[config.mk]
export PLATFORM = sky130hd
export DESIGN_NAME = gdfc_core
export DESIGN_NICKNAME = d
export VERILOG_FILES = /design/src/rtl/gdfc_pkg.sv /design/src/rtl/gdfc_core.sv
export VERILOG_INCLUDE_DIRS = /design/src /design/src/rtl
export SDC_FILE = /design/constraint.sdc
export NUM_CORES = 1
export LEC_CHECK = 0
export BUFFER_PORTS_ARGS = -buffer_cell sky130_fd_sc_hd__clkbuf_2
export CORE_MARGIN = 3
export CORE_UTILIZATION = 35
export DETAILED_ROUTE_END_ITERATION = 7
export HOLD_SLACK_MARGIN = 0.06
export PLACE_DENSITY_LB_ADDON = 0.12
export SLEW_MARGIN = 20
export SYNTH_ARGS = -nofsm -noshare
export SYNTH_HDL_FRONTEND = slang
export SYNTH_SLANG_ARGS = --single-unit
[constraint.sdc]
create_clock -name CLK_SYS -period 4 [get_ports CLK_SYS]
set_clock_uncertainty 0.2 [all_clocks]
set_input_delay 0.2 -clock CLK_SYS [delete_from_list [all_inputs] [get_ports CLK_SYS]]
set_output_delay 0.2 -clock CLK_SYS [all_outputs]
set_load 0.01 [all_outputs]
[src/rtl/gdfc_defines.svh]
// Register offsets, field positions, reset values and fixed codes of the gate driver fault and configuration block.
`ifndef GDFC_DEFINES_SVH
`define GDFC_DEFINES_SVH
`define GDFC_ADDR_W 4
`define GDFC_OFS_THRESHOLD 4'h0
`define GDFC_OFS_CTRL 4'h1
`define GDFC_OFS_OFFSET 4'h2
`define GDFC_OFS_DESAT 4'h3
`define GDFC_OFS_FLAGS 4'h4
`define GDFC_OFS_STATUS 4'h5
`define GDFC_OFS_MASK 4'h6
`define GDFC_OFS_RELUCT 4'h7
`define GDFC_OFS_THRESHOLD_B 4'h8
`define GDFC_FLAG_LS_INT 0
`define GDFC_FLAG_LS_FLT 1
`define GDFC_FLAG_HV_INT 2
`define GDFC_FLAG_HV_FLT 3
`define GDFC_FLAG_STARTUP 4
`define GDFC_FLAG_W 5
`define GDFC_CTRL_LS_LEVEL 0
`define GDFC_RELUCT_MODE0 0
`define GDFC_RELUCT_MODE1 1
`define GDFC_DAC_BASE_V4 6'h30
`define GDFC_DAC_BASE_V56 6'h20
`define GDFC_OFFSET_STEP_MV_V4 8'h05
`define GDFC_OFFSET_STEP_MV_V56 8'h03
`define GDFC_RESET_BYTE 8'h00
`endif

[src/rtl/gdfc_pkg.sv]
// Types shared by the gate driver fault and configuration block.
package gdfc_pkg;
  typedef struct packed {
    logic ls_fault;
    logic ls_status;
    logic hv_fault;
    logic hv_status;
  } gdfc_mon_s;
  typedef struct packed {
    logic [5:0] dac_a;
    logic [5:0] dac_b;
  } gdfc_dac_s;
  typedef enum logic [1:0] {
    GDFC_IN_RESET = 2'b00,
    GDFC_LOAD = 2'b01,
    GDFC_RUN = 2'b11
  } gdfc_boot_e;
endpackage : gdfc_pkg

[src/rtl/gdfc_core.sv]
// Control, configuration and fault flag logic of the gate driver.
//
// Operation
// - Threshold DAC code six bits, top bit one (top two in version four)
// - Version four 48 plus field, else 32
// - Level select bit; version four forces high
// - Three-bit offset per amplifier, 5/3 mV step
// - Desat filters only in versions five, six
// - Version four: interrupt flag drives fault three
// - Versions five, six: fault flag drives three
// - Low supply fault flag clears on one
// - Version four: high voltage interrupt drives four
// - Versions five, six: fault flag drives four
// - Version four: startup flag set after reset
// - Versions five, six: startup from option bit
// - Startup flag clears on write one
// - Reluctance bit one routes desat comparator
// - Reluctance register only version six, resets zero
`timescale 1ns/10ps
`include "gdfc_defines.svh"
module gdfc_core
  import gdfc_pkg::*;
#(
  parameter int VERSION = 6
) (
  input wire logic CLK_SYS,
  input wire logic RST,
  input wire logic [`GDFC_ADDR_W-1:0] ADDR,
  input wire logic [7:0] WDATA,
  input wire logic WR,
  input wire logic RD,
  output logic [7:0] RDATA,
  input wire gdfc_mon_s MON,
  input wire logic NV_STARTUP_OPTION,
  output gdfc_dac_s DAC,
  output logic LS_LEVEL_HIGH,
  output logic [2:0] OFFSET_A,
  output logic [2:0] OFFSET_B,
  output logic [7:0] OFFSET_STEP_MV,
  output logic [1:0] DESAT_FILT_LS,
  output logic [1:0] DESAT_FILT_HS,
  output logic DESAT_ON_HIGH_SIDE,
  output logic RELUCT_MODE0,
  output logic FAULT3,
  output logic FAULT4,
  output logic IRQ
);
  localparam logic V4 = (VERSION == 4);
  localparam logic V6 = (VERSION == 6);
  localparam int TW = V4 ? 4 : 5;
  logic [4:0] thr_a;
  logic [4:0] thr_b;
  logic ls_level;
  logic [2:0] ofs_a;
  logic [2:0] ofs_b;
  logic [1:0] dsf_ls;
  logic [1:0] dsf_hs;
  logic [1:0] reluct;
  logic [`GDFC_FLAG_W-1:0] flags;
  logic [`GDFC_FLAG_W-1:0] mask;
  logic [`GDFC_FLAG_W-1:0] w1c;
  logic [`GDFC_FLAG_W-1:0] set;
  logic [`GDFC_FLAG_W-1:0] next_flags;
  gdfc_boot_e boot;
  logic wr_sel;

  // Only the field width is stored; stray upper bits in version four are dropped at the write.
  function automatic logic [5:0] dac_code(input logic [4:0] field);
    if (V4) begin
      dac_code = `GDFC_DAC_BASE_V4 | {2'b00, field[3:0]};
    end else begin
      dac_code = `GDFC_DAC_BASE_V56 | {1'b0, field};
    end
  endfunction : dac_code

  // Version four keeps four threshold bits, so the fifth written bit is dropped there.
  function automatic logic [4:0] thr_field(input logic [7:0] d);
    thr_field = (TW == 4) ? {1'b0, d[3:0]} : d[4:0];
  endfunction : thr_field

  assign wr_sel = WR && !RD;

  // Each threshold has a register of its own, since two five-bit fields do not fit one byte.
  always_ff @(posedge CLK_SYS) begin
    if (RST) begin
      thr_a <= 5'h00;
      thr_b <= 5'h00;
    end else if (wr_sel) begin
      if (ADDR == `GDFC_OFS_THRESHOLD) begin
        thr_a <= thr_field(WDATA);
      end
      if (ADDR == `GDFC_OFS_THRESHOLD_B) begin
        thr_b <= thr_field(WDATA);
      end
    end
  end

  always_ff @(posedge CLK_SYS) begin
    if (RST) begin
      ls_level <= 1'b0;
    end else if (wr_sel && ADDR == `GDFC_OFS_CTRL && !V4) begin
      ls_level <= WDATA[`GDFC_CTRL_LS_LEVEL];
    end
  end

  always_ff @(posedge CLK_SYS) begin
    if (RST) begin
      ofs_a <= 3'h0;
      ofs_b <= 3'h0;
    end else if (wr_sel && ADDR == `GDFC_OFS_OFFSET) begin
      ofs_a <= WDATA[2:0];
      ofs_b <= WDATA[6:4];
    end
  end

  // Version four has no filter, so writes are discarded and the fields read zero.
  always_ff @(posedge CLK_SYS) begin
    if (RST) begin
      dsf_ls <= 2'h0;
      dsf_hs <= 2'h0;
    end else if (wr_sel && ADDR == `GDFC_OFS_DESAT && !V4) begin
      dsf_ls <= WDATA[1:0];
      dsf_hs <= WDATA[5:4];
    end
  end

  always_ff @(posedge CLK_SYS) begin
    if (RST) begin
      reluct <= 2'h0;
    end else if (wr_sel && ADDR == `GDFC_OFS_RELUCT && V6) begin
      reluct <= WDATA[1:0];
    end
  end

  always_ff @(posedge CLK_SYS) begin
    if (RST) begin
      mask <= '0;
    end else if (wr_sel && ADDR == `GDFC_OFS_MASK) begin
      mask <= WDATA[`GDFC_FLAG_W-1:0];
    end
  end

  // Startup flag is loaded one cycle after reset release, from a clocked process.
  always_ff @(posedge CLK_SYS) begin
    if (RST) begin
      boot <= GDFC_IN_RESET;
    end else begin
      unique case (boot)
        GDFC_IN_RESET: boot <= GDFC_LOAD;
        GDFC_LOAD: boot <= GDFC_RUN;
        GDFC_RUN: boot <= GDFC_RUN;
        default: boot <= GDFC_RUN;
      endcase
    end
  end

  always_comb begin
    w1c = (wr_sel && ADDR == `GDFC_OFS_FLAGS) ? WDATA[`GDFC_FLAG_W-1:0] : '0;
    set = '0;
    set[`GDFC_FLAG_LS_FLT] = MON.ls_fault;
    set[`GDFC_FLAG_HV_FLT] = MON.hv_fault;
    set[`GDFC_FLAG_LS_INT] = MON.ls_fault || !MON.ls_status;
    set[`GDFC_FLAG_HV_INT] = MON.hv_fault || !MON.hv_status;
    if (boot == GDFC_IN_RESET) begin
      set[`GDFC_FLAG_STARTUP] = V4 ? 1'b1 : !NV_STARTUP_OPTION;
    end
    next_flags = (flags & ~w1c) | set;
  end

  always_ff @(posedge CLK_SYS) begin
    if (RST) begin
      flags <= '0;
    end else begin
      flags <= next_flags;
    end
  end

  always_ff @(posedge CLK_SYS) begin
    if (RST) begin
      FAULT3 <= 1'b0;
      FAULT4 <= 1'b0;
      IRQ <= 1'b0;
    end else begin
      FAULT3 <= V4 ? next_flags[`GDFC_FLAG_LS_INT] : next_flags[`GDFC_FLAG_LS_FLT];
      FAULT4 <= V4 ? next_flags[`GDFC_FLAG_HV_INT] : next_flags[`GDFC_FLAG_HV_FLT];
      IRQ <= |(next_flags & mask);
    end
  end

  always_ff @(posedge CLK_SYS) begin
    if (RST) begin
      DAC <= '0;
      LS_LEVEL_HIGH <= 1'b0;
      OFFSET_A <= 3'h0;
      OFFSET_B <= 3'h0;
      OFFSET_STEP_MV <= `GDFC_RESET_BYTE;
      DESAT_FILT_LS <= 2'h0;
      DESAT_FILT_HS <= 2'h0;
      DESAT_ON_HIGH_SIDE <= 1'b1;
      RELUCT_MODE0 <= 1'b0;
    end else begin
      DAC.dac_a <= dac_code(thr_a);
      DAC.dac_b <= dac_code(thr_b);
      LS_LEVEL_HIGH <= V4 ? 1'b1 : ls_level;
      OFFSET_A <= ofs_a;
      OFFSET_B <= ofs_b;
      OFFSET_STEP_MV <= V4 ? `GDFC_OFFSET_STEP_MV_V4 : `GDFC_OFFSET_STEP_MV_V56;
      DESAT_FILT_LS <= dsf_ls;
      DESAT_FILT_HS <= dsf_hs;
      DESAT_ON_HIGH_SIDE <= !reluct[`GDFC_RELUCT_MODE1];
      RELUCT_MODE0 <= reluct[`GDFC_RELUCT_MODE0];
    end
  end

  always_ff @(posedge CLK_SYS) begin
    if (RST) begin
      RDATA <= `GDFC_RESET_BYTE;
    end else if (RD) begin
      unique case (ADDR)
        `GDFC_OFS_THRESHOLD: RDATA <= {3'h0, thr_a};
        `GDFC_OFS_THRESHOLD_B: RDATA <= {3'h0, thr_b};
        `GDFC_OFS_CTRL: RDATA <= {7'h00, V4 ? 1'b1 : ls_level};
        `GDFC_OFS_OFFSET: RDATA <= {1'b0, ofs_b, 1'b0, ofs_a};
        `GDFC_OFS_DESAT: RDATA <= {2'h0, dsf_hs, 2'h0, dsf_ls};
        `GDFC_OFS_FLAGS: RDATA <= {3'h0, flags};
        `GDFC_OFS_STATUS: RDATA <= {4'h0, MON.hv_status, MON.hv_fault, MON.ls_status, MON.ls_fault};
        `GDFC_OFS_MASK: RDATA <= {3'h0, mask};
        `GDFC_OFS_RELUCT: RDATA <= {6'h00, reluct};
        default: RDATA <= `GDFC_RESET_BYTE;
      endcase
    end else begin
      RDATA <= `GDFC_RESET_BYTE;
    end
  end
endmodule : gdfc_core

Word-level counts from Yosys, hierarchy flattened
Cells that the tools add are included.
- add/subtract/negate cells: 0
- $mul: 0
- div/mod/pow operators: 0
- $lt $le $gt $ge: 0
- equality and inequality tests: 8
- shift operators: 0
- mux-type cells: 6
- bitwise gates (word level): 5
- reduce and logical (&&, ||, !) cells: 20
- operators by type and width (kind ; count):
    7-bit case mux with 9 select lines ; 1
    4-bit by 3-bit equality test with 1-bit output (second input constant) ; 4
    12-bit two-way mux ; 1
    5-bit bitwise AND ; 2
    4-bit by 2-bit equality test with 1-bit output (second input constant) ; 2
    1-bit logical AND ; 7
    1-bit logical NOT ; 5
    5-bit two-way mux ; 1
    5-bit NOT ; 1
    5-bit OR ; 1
    5-bit OR reduction ; 1
    4-bit by 1-bit equality test with 1-bit output (second input constant) ; 1
    4-bit equality test (second input constant) ; 1
    4-bit logical NOT ; 1
    2-bit two-way mux ; 2
    2-bit AND reduction ; 2
    2-bit logical NOT ; 1
    1-bit logical OR ; 2
    2-bit OR reduction ; 1
    1-bit two-way mux ; 1
    1-bit NOT ; 1
- register bits after elaboration: 79
- latch bits: 0
- memory bits (writable): 0
- memory bits (read-only): 0
- input bits: 21
- output and inout port bits: 44
- memories kept: 0

Logic depth before layout (Yosys ltp)
- depth after elaboration: 9
- mapped depth: 6
- mapped depth without buffers: 4

Worst setup path before layout
No wires, ideal clock.
- kind: input-to-reg
- from: in ADDR[3]
- to: reg dsf_hs[0]
- data arrival time: 1.294 ns
- setup slack: 2.379 ns
- stages: 6
- cells stage by stage: buf_6 > nor4b_4 > and3_1 > buf_6 > mux2i_1 > nor2_1
- word-level cells in the longest chain between the ends: 2
- RTL lines (what ; RTL line ; RTL):
    start: declaration ; gdfc_core.sv:28 ; input wire logic [`GDFC_ADDR_W-1:0] ADDR,
    4-bit by 2-bit equality test with 1-bit output ; n/a ;
    1-bit logical AND (no source line) ; n/a ;
    end signal: assignment ; gdfc_core.sv:123 ; dsf_hs <= WDATA[5:4];
    end: declaration ; gdfc_core.sv:57 ; logic [1:0] dsf_hs;
No other way between the ends.
A chain may end at the register's enable or synchronous reset.

Final worst setup path
- from: in ADDR[3]
- to: reg flags[3]
- word-level cells in the longest chain between the ends: 6
- RTL lines (what ; RTL line ; RTL):
    4-bit by 3-bit equality test with 1-bit output ; n/a ;
    1-bit logical AND (no source line) ; n/a ;
    5-bit two-way mux ; gdfc_core.sv:158 ; w1c = (wr_sel && ADDR == `GDFC_OFS_FLAGS) ? WDATA[`GDFC_FLAG_W-1:0] : '0;
    5-bit NOT ; gdfc_core.sv:167 ; next_flags = (flags & ~w1c) | set;
    5-bit bitwise AND ; gdfc_core.sv:167 ;
    5-bit OR ; gdfc_core.sv:167 ;
    end signal: assignment ; gdfc_core.sv:174 ; flags <= next_flags;
    end: declaration ; gdfc_core.sv:59 ; logic [`GDFC_FLAG_W-1:0] flags;
No other way between the ends.

==> impl_metrics.toml <==
[grt]
grt_overflow = 0
track_usage_pct = 15.81
antenna_found_initial = 0
grt_pass1_wl_mm = 10.54
grt_max_degree = 31
grt_pass1_vias = 2071

[placement]
dpl-instance-area_um2 = 2928
dp_hpwl_mm = 4.422
routabilityCongestion = 0.7979
dp_slack_ns = 1.896
port_buffers = 56

[layout]
fin_area_um2 = 3267
nNetsFinal = 366
multiInputGateArea_um2 = 1134
insertedDiodeCount = 0
seqCellArea_um2 = 1341
fillers = 744
areaGrowthSynthToFinish_pct = 22.58
drive_above_1_share_pct = 22.35

[timing]
hold_ws_ns = 0.08909
slew_headroom_pct = 55.35
rsz0062_at_grt = "false"
min_period_ns = 1.864
maxSlewViolCount = 0
timing.setup.tns_ns = 0
setup_viol = 0
fmax_mhz = 536.4
finalWorstSetupSlack_ns = 2.136
finalCritPeriodShare_pct = 46.61
hold_viol = 0
worstMarginPinSlew_ns = 0.6684

[drt]
drtAntennaViolNets = 0
top_layer = "met4"
num_vias = 2157
drtPass1Iterations = 5
wl_met3_um = 369
finalWirelength_mm = 6.363
met2WireLength_mm = 2.888
drtIter0Drc = 72
met1_length_mm = 2.997
drt-vias-per-instance = 4.815
remaining_drc_errors = 0
post_drt_wl_per_cell_um = 14.20

[floorplanning]
die_x_um = 93.26
start_util_pct = 36.35
die_h_um = 93.26
rows = 31
core_um2 = 7331
ios = 65
dieArea_um2 = 8697

[power]
peakVddDrop_mv = 0.1472
powerDensity_nw_per_um2 = 424.0
p_leak_nw = 1.355
power_mw = 1.385

[clock_network]
post_cts_buffers = 0
cts_max_level = 3
cts_resized = 0
insertion_delay_ns = 0.34
clockRootBuffer = "clkbuf_8"
cts_buffer_depth = 2
cts_sinks = 67
cts_tree = "built"
clk_pin_slew_ns = 0.06
numCtsBuffers = 9

[yosys]
synth_most_common_cell = "dfxtp_1"
yosys_warnings = 0
synthCells = 287
netlist_area_um2 = 2665
yosys-top-cells-area = "dfxtp_1, nor2b_1, mux2i_1"
synthArstFlopShare_pct = 0
ys_seq_elements = 67
synth-edff-count = 0
synth.largest_area_cell = "dfxtp_1"
synth_common_cells = "dfxtp_1, nand2_1, nor2b_1, nor2_1, a21oi_1"
synth-seq-area-share_pct = 50.33
yosys.area.top_type_share_pct = 50.33
synth_cell_types = 41
avgSynthCellArea_um2 = 9.286
synthFlopType = "dfxtp_1"

[outcome]
outcome = "finished, final reports clean"

[min_path]
hold_class = "in -> reg"

[critical_path]
critPathKind = "in -> reg"
cp_data_required_time_ns = 4.01
critPathArrivalTime_ns = 1.88
cp-start-kind = "primary input"
crit_fanout = 17
cp-end-kind = "flop"

[job]
drv_cap = 0
worst max-delay path, cell delays in order:
cell and delay [ns]:
clkbuf_2 0.24, and4bb_2 0.57, nand3_1 0.12, a21oi_1 0.15
dlygate4sd3_1 0.55, nor2_1 0.04
registers in the layout (all words and copies together), names as in the netlist, 2 cells and up:
register / cells
DAC: 10
DESAT_FILT_HS: 2
DESAT_FILT_LS: 2
OFFSET_A: 3
OFFSET_B: 3
RDATA: 7
boot: 2
dsf_hs: 2
dsf_ls: 2
flags: 5
mask: 5
ofs_a: 3
ofs_b: 3
reluct: 2
thr_a: 5
thr_b: 5
area by class of cell:
type                            count  share of cell area, %
Multi-Input combinational cell    187                  34.70
Tap cell                           99                  3.792
Sequential cell                    67                  41.06
Timing Repair Buffer               71                  13.02
Clock inverter                      2                  1.838
Clock buffer                       13                  4.558
Inverter                            9                  1.034
routing by layer:
metal	vias up	GRT usage, %
li1	1081	-
met3	10	4.505
met5	-	0
met2	64	24.12
met4	0	6.593
met1	1002	20.88
stage by stage:
step           cells  util (%)
2_1_floorplan    293         -
3_3_place_gp     420     39.94
3_5_place_dp     420     39.94
4_1_cts          448     44.56
5_1_grt          448     44.56
6_report         448     44.56
logic make-up (layout without fill, tap and decap cells):
kind of cell	Yosys count	count (layout)	synth area share (%)
AOI/OAI and AO/OA	49	49	11.60
DFF	67	67	50.33
muxes	18	18	7.793
buffers and inverters	39	95	7.981
other	1	7	0.1407
and+or+nand+nor	113	113	22.16
worst paths after layout:
check	start	to	slack, ns	depth (start not counted)
max	ADDR[3]	flags[3]	2.14	6
min	RD	ofs_a[2]	0.09	4
max reg2reg	reluct[1]	RDATA[1]	2.44	4
min reg2reg	reluct[1]	DESAT_ON_HIGH_SIDE	0.23	1
repair_timing:
action	CTS	global route
hold endpoints to repair	27	0
hold buffers	13	0
endpoints found under the setup margin	0	0
cells in the final DEF (no fill, tap or decap), types with 2 or more instances in the layout:
cell type and n:
nor2b_1 25, o2bb2ai_1 2, mux2_2 2, conb_1 7, clkbuf_8 10, clkbuf_1 3, nand2_1 28, a31oi_1 4
a221oi_1 2, a41oi_1 3, mux4_2 2, dfxtp_1 67, dlygate4sd3_1 13, nor4_1 2, nand3_1 20, o21ai_0 5
mux2i_1 14, inv_1 9, bufinv_16 2, a211oi_1 3, buf_4 2, a21oi_1 22, nor2_1 24, and3_1 3
clkbuf_2 56, nand2b_1 2, a22oi_1 3
power breakdown:
| part | leakage, nW | internal [mW] | total, mW | switching, mW |
|---|---|---|---|---|
| combinational | 0.708 | 0.0389 | 0.103 | 0.0641 |
| sequential | 0.543 | 0.677 | 0.683 | 0.00586 |
| clock | 0.104 | 0.365 | 0.599 | 0.234 |
No activity file was read; power rests on OpenSTA's default activity.
